<file path="config.mk">
export PLATFORM = sky130hd
export DESIGN_NAME = trigger_input_debounce_select
export DESIGN_NICKNAME = d
export VERILOG_FILES = /design/src/rtl/trig_in_pkg.sv /design/src/rtl/trigger_input_debounce_select.sv
export SDC_FILE = /design/constraint.sdc
export NUM_CORES = 1
export LEC_CHECK = 0
export BUFFER_PORTS_ARGS = -buffer_cell sky130_fd_sc_hd__buf_2
export CAP_MARGIN = 20
export CORE_MARGIN = 3
export CORE_UTILIZATION = 55
export DETAILED_ROUTE_END_ITERATION = 7
export PLACE_DENSITY = 0.7
export SYNTH_ARGS = -nofsm -noshare
export SYNTH_HDL_FRONTEND = slang
export SYNTH_SLANG_ARGS = --single-unit
export TNS_END_PERCENT = 20
</file>
<file path="constraint.sdc">
create_clock -name mclk_in -period 4.55 [get_ports mclk_in]
set_clock_uncertainty 0.2 [all_clocks]
set_input_delay 0.91 -clock mclk_in [delete_from_list [all_inputs] [get_ports mclk_in]]
set_output_delay 0.91 -clock mclk_in [all_outputs]
set_load 0.01 [all_outputs]
</file>
<file path="src/rtl/trig_in_pkg.sv">
// Constants shared by the trigger input debounce and select block.
// Behaviour
// - Accept input change only after stable time
// - Stability time in 3.2 ns steps, default 1 us
// - Accepted change is delayed by stability time
// - One stability time for all inputs, last write wins
// - Main level register shows eight main inputs
// - Front level register shows four front inputs
// - Select one of twelve inputs, main 0 at reset
// - External mode: selected input drives image trigger
// - Other modes: selected input feeds statistics only
// - Programmable active level, high active at reset
package trig_in_pkg;

  localparam int unsigned MAIN_INPUTS = 8;
  localparam int unsigned FRONT_INPUTS = 4;
  localparam int unsigned ALL_INPUTS = MAIN_INPUTS + FRONT_INPUTS;

  // Register byte offsets on the APB.
  localparam logic [7:0] STAB_TIME_OFS = 8'h00;
  localparam logic [7:0] MAIN_LEVEL_OFS = 8'h04;
  localparam logic [7:0] FRONT_LEVEL_OFS = 8'h08;
  localparam logic [7:0] SELECT_OFS = 8'h0c;
  localparam logic [7:0] CONTROL_OFS = 8'h10;
  localparam logic [7:0] STATUS_OFS = 8'h14;

  // Stability time: one step is 0.0032 us, full scale 65535 steps is 209.712 us.
  localparam int unsigned STAB_TIME_W = 16;
  localparam int unsigned STEP_PS = 3200;
  localparam int unsigned CLK_PERIOD_PS = 40000;
  // Half steps added per clock: 25, so the comparison stays exact in integers.
  localparam int unsigned HALF_STEPS_PER_CLK = (2 * CLK_PERIOD_PS) / STEP_PS;
  // 1.0 us is 312.5 steps; rounded up so the time is never shorter than asked.
  localparam logic [15:0] STAB_TIME_RST = 16'h0139;

  // Control register fields.
  localparam int unsigned MODE_LSB = 0;
  localparam int unsigned MODE_W = 2;
  localparam int unsigned ACTIVE_LOW_BIT = 2;
  localparam logic [3:0] SELECT_RST = 4'h0;
  localparam logic [3:0] SELECT_MAX = 4'hb;

  typedef enum logic [1:0] {
    MODE_GENERATOR = 2'h0,
    MODE_EXTERNAL = 2'h1,
    MODE_SOFTWARE = 2'h2,
    MODE_SYNCHRONIZED = 2'h3
  } trigger_operating_mode_t;

  localparam logic [31:0] APB_READ_ZERO = 32'h0000_0000;

endpackage : trig_in_pkg

</file>
<file path="src/rtl/trigger_input_debounce_select.sv">
// Debounces main and front digital inputs and selects the image trigger source.
`timescale 1ns/1ns
`default_nettype none
module trigger_input_debounce_select
  import trig_in_pkg::*;
#(
  parameter int unsigned ACC_W = 18
) (
  input wire logic mclk_in,
  input wire logic nrst_in,
  input wire logic [7:0] main_inputs_in,
  input wire logic [3:0] front_inputs_in,
  input wire logic psel_in,
  input wire logic penable_in,
  input wire logic pwrite_in,
  input wire logic [7:0] paddr_in,
  input wire logic [31:0] pwdata_in,
  output logic [31:0] prdata_out,
  output logic pready_out,
  output logic pslverr_out,
  output logic [11:0] debounced_levels_out,
  output logic image_trigger_out,
  output logic statistics_input_out,
  output logic [1:0] trigger_operating_mode_out
);

  // Register state.
  logic [STAB_TIME_W-1:0] input_stability_time_r, input_stability_time_nxt;
  logic [3:0] trigger_input_select_r, trigger_input_select_nxt;
  logic [1:0] trigger_operating_mode_r, trigger_operating_mode_nxt;
  logic input_active_level_r, input_active_level_nxt;
  logic [31:0] prdata_r, prdata_nxt;
  logic pready_r, pready_nxt;
  logic pslverr_r, pslverr_nxt;
  logic image_trigger_r, image_trigger_nxt;
  logic statistics_r, statistics_nxt;

  // Synchroniser and debounce state, one lane per input.
  logic [ALL_INPUTS-1:0] raw_in;
  logic [ALL_INPUTS-1:0] sync1_r, sync2_r, sync3_r;
  logic [ALL_INPUTS-1:0] db_r, db_nxt;
  logic [ACC_W-1:0] acc_r [ALL_INPUTS];
  logic [ACC_W-1:0] acc_nxt [ALL_INPUTS];
  logic [ACC_W-1:0] threshold;

  logic setup_phase, access_done, wr_en;
  logic selected_level;

  assign raw_in = {front_inputs_in, main_inputs_in};
  // The threshold is in half steps so one clock adds exactly 25 with no rounding.
  assign threshold = ACC_W'({input_stability_time_r, 1'b0});

  // Three flops: the first is metastability guard only, the last two must agree.
  always_ff @(posedge mclk_in or negedge nrst_in) begin
    if (!nrst_in) begin
      sync1_r <= '0;
      sync2_r <= '0;
      sync3_r <= '0;
    end else begin
      sync1_r <= raw_in;
      sync2_r <= sync1_r;
      sync3_r <= sync2_r;
    end
  end

  // The chain must stay a plain shift, or a pin change could skip the agreement check.
  a_sync_chain: assert property (@(posedge mclk_in) disable iff (!nrst_in)
    (sync2_r == $past(sync1_r)) && (sync3_r == $past(sync2_r)))
    else $error("input synchroniser chain did not shift");

  genvar gi;
  generate
    for (gi = 0; gi < ALL_INPUTS; gi++) begin : g_lane
      logic [ACC_W-1:0] acc_sum;
      // ACC_W must hold twice the largest stability time plus one clock of half steps.
      assign acc_sum = acc_r[gi] + ACC_W'(HALF_STEPS_PER_CLK);

      always_comb begin
        acc_nxt[gi] = '0;
        db_nxt[gi] = db_r[gi];
        // Any disagreement or return to the old level restarts the stable time.
        if ((sync2_r[gi] == sync3_r[gi]) && (sync3_r[gi] != db_r[gi])) begin
          if (acc_sum > threshold) begin
            db_nxt[gi] = sync3_r[gi];
          end else begin
            acc_nxt[gi] = acc_sum;
          end
        end
      end

      always_ff @(posedge mclk_in or negedge nrst_in) begin
        if (!nrst_in) begin
          acc_r[gi] <= '0;
          db_r[gi] <= 1'b0;
        end else begin
          acc_r[gi] <= acc_nxt[gi];
          db_r[gi] <= db_nxt[gi];
        end
      end

      // A debounced level only moves to a level the synchroniser held steadily.
      a_db_follows_sync: assert property (@(posedge mclk_in) disable iff (!nrst_in)
        (db_r[gi] != $past(db_r[gi])) |-> (db_r[gi] == $past(sync3_r[gi], 1)
          && $past(sync2_r[gi] == sync3_r[gi], 1)))
        else $error("debounced level changed without a stable input");

      // A zero stability time passes a steady change on the very next edge.
      a_zero_time_pass: assert property (@(posedge mclk_in) disable iff (!nrst_in)
        (input_stability_time_r == '0 && sync2_r[gi] == sync3_r[gi]
          && sync3_r[gi] != db_r[gi]) |=> (db_r[gi] == $past(sync3_r[gi])))
        else $error("zero stability time did not pass the change at once");

      // Up to twelve steps fit inside one clock, so only from thirteen steps on
      // must a change have been counted for at least one clock before it is taken.
      a_min_hold: assert property (@(posedge mclk_in) disable iff (!nrst_in)
        (db_r[gi] != $past(db_r[gi]) && $past(input_stability_time_r) > 16'h000c)
          |-> ($past(acc_r[gi]) != '0))
        else $error("input accepted before the stability time ran out");

      // A disagreement of the last two flops or a return to the old level clears the count.
      a_restart_count: assert property (@(posedge mclk_in) disable iff (!nrst_in)
        !(sync2_r[gi] == sync3_r[gi] && sync3_r[gi] != db_r[gi]) |=> (acc_r[gi] == '0))
        else $error("stability count survived an unstable input");

      // The count never rests above the threshold it was last compared with.
      // A lower time written mid-count is then met on the following edge.
      a_acc_bound: assert property (@(posedge mclk_in) disable iff (!nrst_in)
        acc_r[gi] <= $past(threshold))
        else $error("stability count ran past the threshold");
    end
  endgenerate

  // Selection, active level and mode gating.
  always_comb begin
    selected_level = db_r[trigger_input_select_r];
    statistics_nxt = selected_level ^ input_active_level_r;
    image_trigger_nxt = 1'b0;
    if (trigger_operating_mode_r == MODE_EXTERNAL) begin
      image_trigger_nxt = statistics_nxt;
    end
  end

  always_ff @(posedge mclk_in or negedge nrst_in) begin
    if (!nrst_in) begin
      image_trigger_r <= 1'b0;
      statistics_r <= 1'b0;
    end else begin
      image_trigger_r <= image_trigger_nxt;
      statistics_r <= statistics_nxt;
    end
  end

  // Outside external mode the selected input reaches only the statistics path.
  a_trig_ext_only: assert property (@(posedge mclk_in) disable iff (!nrst_in)
    image_trigger_r |-> ($past(trigger_operating_mode_r) == MODE_EXTERNAL))
    else $error("image trigger raised outside external mode");

  // In external mode both outputs carry the same conditioned level.
  a_trig_follows_sel: assert property (@(posedge mclk_in) disable iff (!nrst_in)
    ($past(trigger_operating_mode_r) == MODE_EXTERNAL)
      |-> (image_trigger_r == statistics_r))
    else $error("image trigger does not follow the selected input");

  // The active level is applied after selection, one clock behind the debounced lane.
  a_stats_polarity: assert property (@(posedge mclk_in) disable iff (!nrst_in)
    statistics_r == ($past(db_r[trigger_input_select_r]) ^ $past(input_active_level_r)))
    else $error("statistics input has wrong level or polarity");

  // The selector refuses codes past the last front input, so it always names a source.
  a_select_range: assert property (@(posedge mclk_in) disable iff (!nrst_in)
    trigger_input_select_r <= SELECT_MAX)
    else $error("trigger input selector left the range of inputs");

  // APB slave: read data is prepared in the setup cycle so the access phase
  // completes with zero wait states and every bus output is a flop.
  assign setup_phase = psel_in && !penable_in;
  assign access_done = psel_in && penable_in && pready_r;
  // An erroring access never writes, so a mistyped offset cannot disturb the setup.
  assign wr_en = access_done && pwrite_in && !pslverr_r;

  always_comb begin
    pready_nxt = setup_phase;
    pslverr_nxt = 1'b0;
    prdata_nxt = APB_READ_ZERO;
    input_stability_time_nxt = input_stability_time_r;
    trigger_input_select_nxt = trigger_input_select_r;
    trigger_operating_mode_nxt = trigger_operating_mode_r;
    input_active_level_nxt = input_active_level_r;
    if (setup_phase) begin
      case (paddr_in)
        STAB_TIME_OFS: prdata_nxt = 32'(input_stability_time_r);
        MAIN_LEVEL_OFS: prdata_nxt = 32'(sync3_r[MAIN_INPUTS-1:0]);
        FRONT_LEVEL_OFS: prdata_nxt = 32'(sync3_r[ALL_INPUTS-1:MAIN_INPUTS]);
        SELECT_OFS: prdata_nxt = 32'(trigger_input_select_r);
        CONTROL_OFS: prdata_nxt = 32'({input_active_level_r, trigger_operating_mode_r});
        STATUS_OFS: prdata_nxt = 32'(db_r);
        default: pslverr_nxt = 1'b1;
      endcase
      if (pwrite_in) begin
        prdata_nxt = APB_READ_ZERO;
      end
    end else if (psel_in && penable_in) begin
      pslverr_nxt = pslverr_r;
      prdata_nxt = prdata_r;
    end
    if (wr_en) begin
      case (paddr_in)
        STAB_TIME_OFS: input_stability_time_nxt = pwdata_in[STAB_TIME_W-1:0];
        SELECT_OFS: begin
          // Codes above the last front input are ignored so one source stays chosen.
          if (pwdata_in[3:0] <= SELECT_MAX) begin
            trigger_input_select_nxt = pwdata_in[3:0];
          end
        end
        CONTROL_OFS: begin
          trigger_operating_mode_nxt = pwdata_in[MODE_LSB +: MODE_W];
          input_active_level_nxt = pwdata_in[ACTIVE_LOW_BIT];
        end
        default: begin
        end
      endcase
    end
  end

  always_ff @(posedge mclk_in or negedge nrst_in) begin
    if (!nrst_in) begin
      prdata_r <= '0;
      pready_r <= 1'b0;
      pslverr_r <= 1'b0;
      input_stability_time_r <= STAB_TIME_RST;
      trigger_input_select_r <= SELECT_RST;
      trigger_operating_mode_r <= MODE_GENERATOR;
      input_active_level_r <= 1'b0;
    end else begin
      prdata_r <= prdata_nxt;
      pready_r <= pready_nxt;
      pslverr_r <= pslverr_nxt;
      input_stability_time_r <= input_stability_time_nxt;
      trigger_input_select_r <= trigger_input_select_nxt;
      trigger_operating_mode_r <= trigger_operating_mode_nxt;
      input_active_level_r <= input_active_level_nxt;
    end
  end

  // A refused select code leaves the previous source in place.
  a_select_in_range: assert property (@(posedge mclk_in) disable iff (!nrst_in)
    (wr_en && paddr_in == SELECT_OFS && pwdata_in[3:0] > SELECT_MAX)
      |=> $stable(trigger_input_select_r))
    else $error("out of range select code was taken");

  // The newest write governs every lane at once.
  a_time_write: assert property (@(posedge mclk_in) disable iff (!nrst_in)
    (wr_en && paddr_in == STAB_TIME_OFS)
      |=> (input_stability_time_r == $past(pwdata_in[STAB_TIME_W-1:0])))
    else $error("stability time write did not take effect");

  // Mode and active level land together from one control write.
  a_ctrl_write: assert property (@(posedge mclk_in) disable iff (!nrst_in)
    (wr_en && paddr_in == CONTROL_OFS)
      |=> (trigger_operating_mode_r == $past(pwdata_in[MODE_LSB +: MODE_W])
        && input_active_level_r == $past(pwdata_in[ACTIVE_LOW_BIT])))
    else $error("control write did not take effect");

  // The level registers show the synchronised live pins, not the debounced lanes.
  a_main_read: assert property (@(posedge mclk_in) disable iff (!nrst_in)
    (setup_phase && !pwrite_in && paddr_in == MAIN_LEVEL_OFS)
      ##1 (psel_in && penable_in)
      |-> (pready_r && prdata_r == 32'($past(sync3_r[MAIN_INPUTS-1:0]))))
    else $error("main level read returned wrong data");

  a_front_read: assert property (@(posedge mclk_in) disable iff (!nrst_in)
    (setup_phase && !pwrite_in && paddr_in == FRONT_LEVEL_OFS)
      ##1 (psel_in && penable_in)
      |-> (prdata_r == 32'($past(sync3_r[ALL_INPUTS-1:MAIN_INPUTS]))))
    else $error("front level read returned wrong data");

  // Status shows the debounced lanes as the trigger logic sees them.
  a_status_read: assert property (@(posedge mclk_in) disable iff (!nrst_in)
    (setup_phase && !pwrite_in && paddr_in == STATUS_OFS)
      ##1 (psel_in && penable_in)
      |-> (prdata_r == 32'($past(db_r))))
    else $error("status read returned wrong data");

  // An address off the map must end in an error rather than a silent zero.
  a_err_unmapped: assert property (@(posedge mclk_in) disable iff (!nrst_in)
    (setup_phase && (paddr_in[1:0] != 2'h0 || paddr_in > STATUS_OFS))
      |=> (pready_r && pslverr_r))
    else $error("unmapped address did not return an error");

  // A write never puts stale read data onto the bus.
  a_write_zero: assert property (@(posedge mclk_in) disable iff (!nrst_in)
    (setup_phase && pwrite_in) |=> (prdata_r == APB_READ_ZERO))
    else $error("write access returned read data");

  assign prdata_out = prdata_r;
  assign pready_out = pready_r;
  assign pslverr_out = pslverr_r;
  assign debounced_levels_out = db_r;
  assign image_trigger_out = image_trigger_r;
  assign statistics_input_out = statistics_r;
  assign trigger_operating_mode_out = trigger_operating_mode_r;

endmodule : trigger_input_debounce_select
`default_nettype wire

</file>
==> flow_summary_export.csv, run 1 <==
group,metric,value,unit
cells_and_area,area_delta_synth_final,12.2,%
routing,via_count,14100,
critical_path,r2r_start,"acc_r[144]",
critical_path,cp_cell_sequence,"ha_1 -> a21oi_1 -> nor2b_1 -> nor3_1 -> nand2_1 -> xnor2_1 -> ha_1 -> a21o_1 -> a211o_1 -> nor3b_1 -> a211oi_1 -> or3_1 -> nor2b_1",
clock_network,clk_pin_slew,0.06,ns
critical_path,cp-start-kind,"register",
clock_network,cts_resized,0,
global_routing,grt_use_met2,0.432,
power_and_ir_drop,ir_worst_vdd,0.261,mV
cells_and_area,layout-drive-gt1-share,0.125,
global_routing,grt_max_degree,105,
cells_and_area,register_area,7690,um2
yosys,syn_avg_cell_area,10.2,um2
clock_network,cts_setup_buffers,0,
critical_path,critical_path.startpoint,"acc_r[144]",
yosys,synth_ff_type,"dfrtp_1",
die,core,32700,um2
yosys,synth_warnings,0,
clock_network,hold_buffers,0,
run_status,status,"completed",
yosys,syn_inst,1794,
critical_path,critPathRequiredTime,4.79,ns
critical_path,critPathKind,"register to register",
job,maxCapViolCount,0,
sta,finalCritPeriodShare,0.880,
global_routing,grt_overflow,0,
sta,rsz0062_at_grt,"false",
die,start_util,0.561,
sta,final_hold_viol_count,0,
critical_path,cp_slowest_stage_delay,0.73,ns
routing,drt-initial-drc-count,813,
critical_path,worst_setup_path_end_kind,"register",
yosys,syn_area,18400,um2
yosys,async_flop_share,1.00,
global_routing,met1_usage,0.351,
placement,io_buffers,74,
cells_and_area,fin_util,0.630,
global_routing,grt_usage,0.264,
hold_path,min_from,"sync1_r[1]",
global_routing,grt_pass1_vias,14200,
clock_network,cts_root_buf,"clkbuf_16",
placement,place.detailed.hpwl,33500,um
cells_and_area,multiInputGateArea,10400,um2
critical_path,arrival,4.25,ns
cells_and_area,nets,2181,
cells_and_area,final_cell_mix,"dfrtp_1 (302), ha_1 (204), nand2_1 (142), xnor2_1 (116), nor2b_1 (101)",
yosys,yosysSeqAreaShare,0.419,
clock_network,htree_num_levels,2,
sta,drv_slew,0,
routing,drt_pre_antenna_iters,5,
routing,routed_wl,46300,um
global_routing,busiest_layer,"met2",
critical_path,slowest_stage,"or3_1",
clock_network,cts_sinks,307,
die,dieArea,35600,um2
routing,wire_per_inst,19.4,um
power_and_ir_drop,p_per_area,301,nW/um2
cells_and_area,nFillCells,2696,
global_routing,grtUsageMet3,0.0435,
routing,drt.antenna.violating_nets,0,
die,pin_count,107,
clock_network,cts_made_buffers,36,
global_routing,antenna_found_initial,2,
yosys,synth_edf_count,0,
clock_network,clk_latency,0.54,ns
sta,max_slew_margin,0.272,
cells_and_area,final_common_cell,"dfrtp_1",
routing,drc,0,
sta,finalSetupViolCount,0,
power_and_ir_drop,power_leakage,0.0101,uW
yosys,synth.distinct_cells,71,
sta,whs,0.138,ns
yosys,synth-seq-cells,307,
critical_path,critPathMaxFanout,17,
die,fp.dieH,189,um
global_routing,grt_pass1_wl,74700,um
sta,worstMarginPinSlew,1.09,ns
sta,finalSetupTns,0,ns
routing,vias_per_cell,5.89,
die,rows,66,
placement,gp_congestion,0.892,
sta,layout_min_cycle_time,4.00,ns
clock_network,cts_buffer_depth,3,
hold_path,hold_class,"register to register",
die,dieWidth,189,um
clock_network,cts_tree,"yes",
sta,max_freq,250,MHz
==> cell type report <==
cell class              instances  area share
multi-input cells            1432       0.504
clock buffers                  54      0.0534
clock inverters                12     0.00468
inverters                      40     0.00729
repair buffers                103      0.0303
well taps                     442      0.0269
diodes                          1    0.000122
flip-flops and latches        307       0.373
==> stage by stage <==
step                setup slack [ns]  std cells  area [um2]  power [uW]
global route                   0.190       2391       20600        6450
global placement               0.659       2324       19400        3350
CTS                            0.527       2390       20600        6270
detailed placement             0.532       2324       19400        3360
floorplan                       1.12       1821       18500        3170
finish                         0.546       2391       20600        6210
==> synth_stat cells, drive strengths merged (6+ instances only) <==
library cell,n,share of area
dfrtp,302,0.41
ha,204,0.14
nand2,142,0.029
nor2b,124,0.046
xnor2,116,0.055
nor2,100,0.020
nand3,87,0.024
o21ai,81,0.022
nand4,74,0.026
a21oi,73,0.020
xor2,73,0.035
and3,63,0.021
inv,40,0.0082
and4,29,0.014
buf,25,0.0095
nor3,22,0.0060
mux2,18,0.011
clkbuf,17,0.0035
a211oi,16,0.0065
a211o,12,0.0057
a31o,11,0.0052
nand3b,11,0.0045
a311oi,10,0.0051
and2b,10,0.0044
a21o,9,0.0037
nor3b,9,0.0056
o31ai,9,0.0037
a22oi,8,0.0033
a2111oi,7,0.0033
and2,7,0.0024
nand2b,7,0.0024
nor4,7,0.0027
a22o,6,0.0029
o32ai,6,0.0029
==> final timing paths <==
check	end	slack, ns	cells past startpoint
min in group asynchronous	acc_r[135]	0.22	1
max reg2reg	acc_r[146]	0.55	13
max in group asynchronous	acc_r[15]	2.97	2
min	sync2_r[1]	0.14	0
min reg2reg	sync2_r[1]	0.14	0
max	acc_r[146]	0.55	13
==> flip-flops by register name (all words and copies together), names as in the netlist <==
name / flops
acc_r: 216
debounced_levels_out: 12
image_trigger_out: 1
input_active_level_r: 1
input_stability_time_r: 16
prdata_out: 16
pready_out: 1
pslverr_out: 1
statistics_input_out: 1
sync1_r: 12
sync2_r: 12
sync3_r: 12
trigger_input_select_r: 4
trigger_operating_mode_out: 2
==> routing by layer <==
metal / up-vias / wire length, um / share of wire
li1: 6735 / - / -
met3: 123 / 2960 / 0.064
met4: 2 / 1990 / 0.043
met2: 376 / 21400 / 0.46
met1: 6856 / 20000 / 0.43
met5: - / 15 / 0.00032
==> where the power goes <==
group          internal (uW)  switching (uW)  total [uW]
logic                    161             277         438
registers               2790            88.5        2880
clock network           1730            1150        2890
total                   4690            1520        6210
==> logic make-up after synthesis <==
| logic type | after synthesis | share of synthesized area |
|---|---|---|
| flip-flops | 307 | 0.419 |
| adder cells (fa/ha/maj) | 204 | 0.139 |
| XOR/XNOR | 189 | 0.0902 |
| AO/OA/AOI/OAI | 278 | 0.0982 |
| buffers and inverters | 82 | 0.0213 |
| multiplexers | 25 | 0.0169 |
| other | 1 | 0.000204 |
| AND/OR/NAND/NOR | 708 | 0.215 |
==> worst max-delay path: cells and delay by family, from the launching register on <==
| family | cells | cell delay, ns |
|---|---|---|
| adder cells (fa/ha/maj) | 2 | 0.50 |
| XOR/XNOR | 1 | 0.23 |
| flip-flops | 1 | 0.40 |
| AND/OR/NAND/NOR | 6 | 1.92 |
| AO/OA/AOI/OAI | 4 | 0.66 |
(Power assumes the default switching activity.)
==> run 2, diff against run 1 <==
Settings changed: ABC_AREA set to 1.
==> run 2 against run 1 <==
Effect of this change:
- cell area is 6.1% higher
- synthesized area rose by 6.6%
- sequential power rose by 1%
==> flow_summary_export.csv, run 2 <==
group,metric,value,unit
run_status,status,"completed",
sta,rsz0062_at_grt,"false",
critical_path,r2r_start,"acc_r[18]",
placement,dpl_cell_area,20500,um2
hold_path,hold_class,"register to register",
global_routing,antenna_found_initial,0,
cells_and_area,largest_reg_flops,216,
routing,via_count,16000,
cells_and_area,final_common_cell,"nand2_1",
placement,io_buffers,74,
yosys,synth.top_cell.area_share,0.386,
sta,max_slew_margin,0.244,
global_routing,grt_pass1_vias,15700,
clock_network,clk_latency,0.53,ns
cells_and_area,final_cell_mix,"nand2_1 (535), inv_1 (489), nor2_1 (317), dfrtp_1 (302), ha_1 (204)",
die,dieArea,37900,um2
die,dieWidth,195,um
cells_and_area,fin_util,0.628,
routing,drt.antenna.violating_nets,0,
hold_path,worstHoldEndpoint,"sync2_r[5]",
global_routing,grt_pass1_wl,78000,um
clock_network,hold_buffers,0,
sta,max_freq,261,MHz
routing,drt_pre_antenna_iters,5,
yosys,async_flop_share,1.00,
yosys,synth_top_cell_by_area,"dfrtp_1",
yosys,synth-seq-cells,307,
cells_and_area,area_delta_synth_final,11.6,%
yosys,yosysSeqAreaShare,0.393,
die,fp.dieH,195,um
die,start_util,0.562,
critical_path,reg2reg_slack,0.71,ns
clock_network,cts_root_buf,"clkbuf_16",
power_and_ir_drop,p_total,6720,uW
sta,finalCritPeriodShare,0.843,
yosys,synth.most_common_cell,"nand2_1",
die,rows,68,
clock_network,cts_setup_buffers,0,
critical_path,arrival,4.08,ns
sta,final_hold_viol_count,0,
clock_network,cts_buffer_depth,3,
critical_path,cp-start-kind,"register",
yosys,synth_ff_type,"dfrtp_1",
routing,vias_per_cell,5.17,
sta,drv_slew,0,
critical_path,worst_setup_path_end_kind,"register",
yosys,synthTopCellsByArea,"dfrtp_1 (39%), ha_1 (13%), nand2_1 (10%), inv_1 (9.4%), nor2_1 (6.1%)",
clock_network,htree_num_levels,2,
clock_network,clk_pin_slew,0.06,ns
cells_and_area,layout-drive-gt1-share,0.0797,
routing,routed_wl,48300,um
yosys,syn_avg_cell_area,7.83,um2
critical_path,rr_worst_depth,18,
cells_and_area,fin_area,21800,um2
critical_path,critPathKind,"register to register",
yosys,synth.distinct_cells,50,
yosys,syn_area,19600,um2
die,core,34800,um2
job,maxCapViolCount,0,
placement,place.detailed.hpwl,34500,um
die,pin_count,107,
sta,finalSetupTns,0,ns
clock_network,cts_tree,"yes",
routing,drc,0,
routing,drt-initial-drc-count,787,
clock_network,cts_sinks,307,
placement,gp_congestion,0.898,
clock_network,cts_made_buffers,37,
critical_path,critPathMaxFanout,17,
cells_and_area,diodes,0,
global_routing,grt_usage,0.254,
critical_path,critPathRequiredTime,4.79,ns
yosys,synth_warnings,0,
critical_path,r2r_end,"acc_r[22]",
cells_and_area,regMostFlops,"acc_r",
sta,finalSetupViolCount,0,
clock_network,cts_resized,0,
power_and_ir_drop,p_per_area,308,nW/um2
hold_path,min_from,"sync1_r[5]",
sta,worstMarginPinSlew,1.13,ns
global_routing,grt_overflow,0,
global_routing,grt_max_degree,124,
routing,wire_per_inst,15.6,um
sta,layout_min_cycle_time,3.84,ns
yosys,syn_inst,2497,
cells_and_area,nets,2878,
hold_path,whs_path_depth,0,
yosys,synth_edf_count,0,
power_and_ir_drop,power_leakage,0.0122,uW
power_and_ir_drop,ir_worst_vdd,0.303,mV
yosys,netlist_top_cells_count,"nand2_1 (535), inv_1 (489), nor2_1 (317)",
==> run 2: cell types whose count changed after synthesis, sizes merged, moves of 14 or more <==
cell	previous run	this run
and4	29	0
a211oi	16	2
nand4	74	34
nand2	142	541
xor2	73	117
a21oi	73	115
xnor2	116	26
mux2	18	0
o22ai	0	17
inv	40	489
nor2b	124	5
and3	63	1
nor2	100	335
nor3	22	38
==> run 2: report_power, final <==
group          switching, uW  leakage (uW)  total [uW]  internal (uW)
logic                    437       0.00752         645            208
registers               95.2       0.00406        2920           2820
clock network           1180      0.000638        3150           1970
total                   1710        0.0122        6720           5000
==> run 2: worst max-delay path by stage <==
stage               slack, ns         end  depth (start not counted)        from
detailed placement       0.82  acc_r[148]                         17  acc_r[144]
finish                   0.71   acc_r[22]                         18   acc_r[18]
floorplan                1.32   acc_r[41]                         18   acc_r[36]
CTS                      0.77   acc_r[22]                         18   acc_r[18]
global placement         0.90   acc_r[50]                         17   acc_r[36]
global route             0.34   acc_r[22]                         24   acc_r[18]
==> run 2: cells by family after synthesis <==
kind of cell	share of synthesized area
XOR/XNOR	0.0640
buffers and inverters	0.107
adder cells (fa/ha/maj)	0.130
flip-flops	0.393
other	0.000192
AO/OA/AOI/OAI	0.0652
AND/OR/NAND/NOR	0.240
==> run 2: routing by layer <==
layer  GRT usage  share of wire  vias to the layer above
met5           0              0                        -
met4      0.0870          0.036                        0
met3      0.0336          0.048                      110
met2       0.427           0.46                      331
met1       0.342           0.45                     7571
li1            -              -                     8007
==> run 2: cell type report <==
cell class	instances	area (um2)
Timing Repair Buffer	88	551
Fill cell	3042	13000
Clock buffer	56	1110
Clock inverter	12	191
Multi-Input combinational cell	1693	9890
Inverter	490	1840
Tap cell	455	569
Sequential cell	307	7690
==> run 2: stage by stage <==
| step | hold WS, ns | cells | worst slack [ns] |
|---|---|---|---|
| 2_1_floorplan | 0.131 | 2524 | 1.32 |
| 5_1_grt | 0.158 | 3101 | 0.342 |
| 3_5_place_dp | 0.140 | 3033 | 0.817 |
| 4_1_cts | 0.150 | 3101 | 0.765 |
| 3_3_place_gp | 0.135 | 3031 | 0.898 |
| 6_report | 0.150 | 3101 | 0.714 |
==> run 2: critical path, cell delays in order (launching register included) <==
cell	delay, ns
dfrtp_1	0.40
ha_1	0.22
nand2_1	0.10
nand2_1	0.12
nand2_1	0.10
nor3_1	0.39
inv_1	0.13
nor2_1	0.16
inv_1	0.08
nand2_1	0.10
inv_1	0.07
ha_1	0.28
nand2_1	0.08
nor2_1	0.16
nand2_1	0.08
or4_1	0.41
nand2_1	0.12
nand3_2	0.32
a21oi_1	0.23
==> run 3, diff against run 2 <==
Settings changed: PLACE_DENSITY 0.7 to 0.73.
Clock period 4.55 ns to 3.3 ns, I/O delays scaled along.
==> run 3 against run 2 <==
Effect of this change:
- the flow now finishes with violations (setup timing)
- maximum frequency grew 7.7%
- setup slack lost 0.98 ns
- utilization grew 8.5 points
- via count grew 7.4%
- wire length grew 12%
- clock-buffer cell count shrank 7
- highest routed layer unchanged
==> flow_summary_export.csv, run 3 (synthesis gave the netlist of run 2 again) <==
group,metric,value,unit
critical_path,cp-start-kind,"register",
global_routing,grt_pass1_vias,16500,
sta,whs,0.0259,ns
die,core,34800,um2
routing,drc,0,
hold_path,hold_class,"input pin to register",
sta,setup_slack,-0.262,ns
cells_and_area,diodes,0,
sta,finalSetupTns,-4.78,ns
clock_network,cts_sinks,307,
clock_network,htree_num_levels,2,
cells_and_area,multiInputGateArea,11300,um2
power_and_ir_drop,power_leakage,0.0133,uW
global_routing,antenna_found_initial,0,
clock_network,cts_tree,"yes",
die,rows,68,
cells_and_area,area_delta_synth_final,26.7,%
cells_and_area,layout-drive-gt1-share,0.233,
placement,place.detailed.hpwl,36300,um
cells_and_area,register_area,7690,um2
cells_and_area,regMostFlops,"acc_r",
cells_and_area,largest_reg_flops,216,
die,dieArea,37900,um2
global_routing,grt_usage,0.264,
sta,max_freq,281,MHz
placement,pre_cts_ws,-0.121,ns
sta,worstMarginPinSlew,0.736,ns
routing,via_count,17200,
critical_path,critPathMaxFanout,8,
sta,finalCritPeriodShare,1.08,
global_routing,grt_overflow,0,
clock_network,cts_root_buf,"clkbuf_16",
clock_network,cts_made_buffers,36,
routing,wire_per_inst,16.5,um
die,fp.dieH,195,um
cells_and_area,final_common_cell,"nand2_1",
job,maxCapViolCount,0,
die,dieWidth,195,um
cells_and_area,final_cell_mix,"nand2_1 (479), inv_1 (476), dfrtp_1 (302), nor2_1 (210), ha_1 (188)",
die,start_util,0.562,
sta,final_hold_viol_count,0,
placement,gp_congestion,0.901,
cells_and_area,nets,3052,
sta,drv_slew,0,
run_status,violations,"setup timing",
routing,drt_pre_antenna_iters,7,
power_and_ir_drop,p_per_area,373,nW/um2
cells_and_area,nFillCells,2534,
sta,max_slew_margin,0.510,
routing,vias_per_cell,5.26,
routing,drt.antenna.violating_nets,0,
critical_path,critPathKind,"register to register",
sta,layout_min_cycle_time,3.56,ns
sta,finalSetupViolCount,61,
die,pin_count,107,
routing,routed_wl,54100,um
clock_network,clk_latency,0.54,ns
routing,drt-initial-drc-count,1065,
run_status,status,"finished with violations",
global_routing,grt_max_degree,85,
placement,io_buffers,74,
sta,rsz0062_at_grt,"true",
critical_path,critPathRequiredTime,3.56,ns
global_routing,grt_pass1_wl,81100,um
power_and_ir_drop,ir_worst_vdd,0.465,mV
clock_network,cts_buffer_depth,3,
critical_path,worst_setup_path_end_kind,"register",
clock_network,clk_pin_slew,0.06,ns
critical_path,arrival,3.82,ns
-- run 3: routing by layer --
| layer | vias up | GRT usage | part of all wire |
|---|---|---|---|
| li1 | 8349 | - | - |
| met1 | 8264 | 0.345 | 0.42 |
| met2 | 442 | 0.445 | 0.48 |
| met3 | 148 | 0.0395 | 0.055 |
| met4 | 0 | 0.0992 | 0.041 |
| met5 | - | 0 | 0 |
-- run 3: metrics by stage --
stage | utilization | cell area [um2] | cells | power [uW]
floorplan | - | 19700 | 2524 | 4650
global placement | 0.620 | 21600 | 3150 | 5040
detailed placement | 0.620 | 21600 | 3150 | 5080
CTS | 0.660 | 23000 | 3222 | 9120
global route | 0.712 | 24800 | 3272 | 9600
finish | 0.712 | 24800 | 3272 | 9250
-- run 3: path summary, 6_finish.rpt --
check                                  start    endpoint  slack (ns)  depth (start not counted)
max                                acc_r[37]   acc_r[47]       -0.26                         18
min                        main_inputs_in[6]  sync1_r[6]        0.03                          1
max reg2reg                        acc_r[37]   acc_r[47]       -0.26                         18
min reg2reg                       sync1_r[0]  sync2_r[0]        0.15                          0
max in group asynchronous            nrst_in  sync2_r[0]        1.52                          3
min in group asynchronous            nrst_in   acc_r[41]        0.54                          2
-- run 3: final cells by class --
cell class                      instances  area share
Multi-Input combinational cell       1693       0.454
Sequential cell                       307       0.310
Inverter                              490      0.0742
Timing Repair Buffer                  263      0.0903
Tap cell                              455      0.0230
Clock inverter                         15     0.00555
Clock buffer                           49      0.0424
-- run 3: what timing repair did --
action	4_1_cts	5_1_grt
setup endpoints to repair	130	216
hold buffers	1	0
buffers inserted	7	42
cloned	1	8
pin swaps	19	110
hold endpoints to repair	77	0
resized for setup	39	336
-- run 3: power by group --
| group | total, uW | internal (uW) | switching [uW] |
|---|---|---|---|
| Clock | 4030 | 2390 | 1640 |
| Sequential | 4030 | 3890 | 139 |
| Combinational | 1190 | 456 | 729 |
-- run 3: worst max-delay path, cell delays in order, from the launching register on --
cell and delay (ns):
dfrtp_1 0.37, ha_2 0.21, nand2_2 0.05, nand2_2 0.07, o21ai_2 0.06, or2_1 0.27, nor2_2 0.18, nand3_2 0.13
nor2_4 0.16, nand3_2 0.08, xor2_1 0.21, inv_1 0.06, ha_1 0.27, nand2_1 0.06, or4_1 0.54, nand2_2 0.12
nand3_4 0.12, clkbuf_16 0.21, nor2_2 0.09
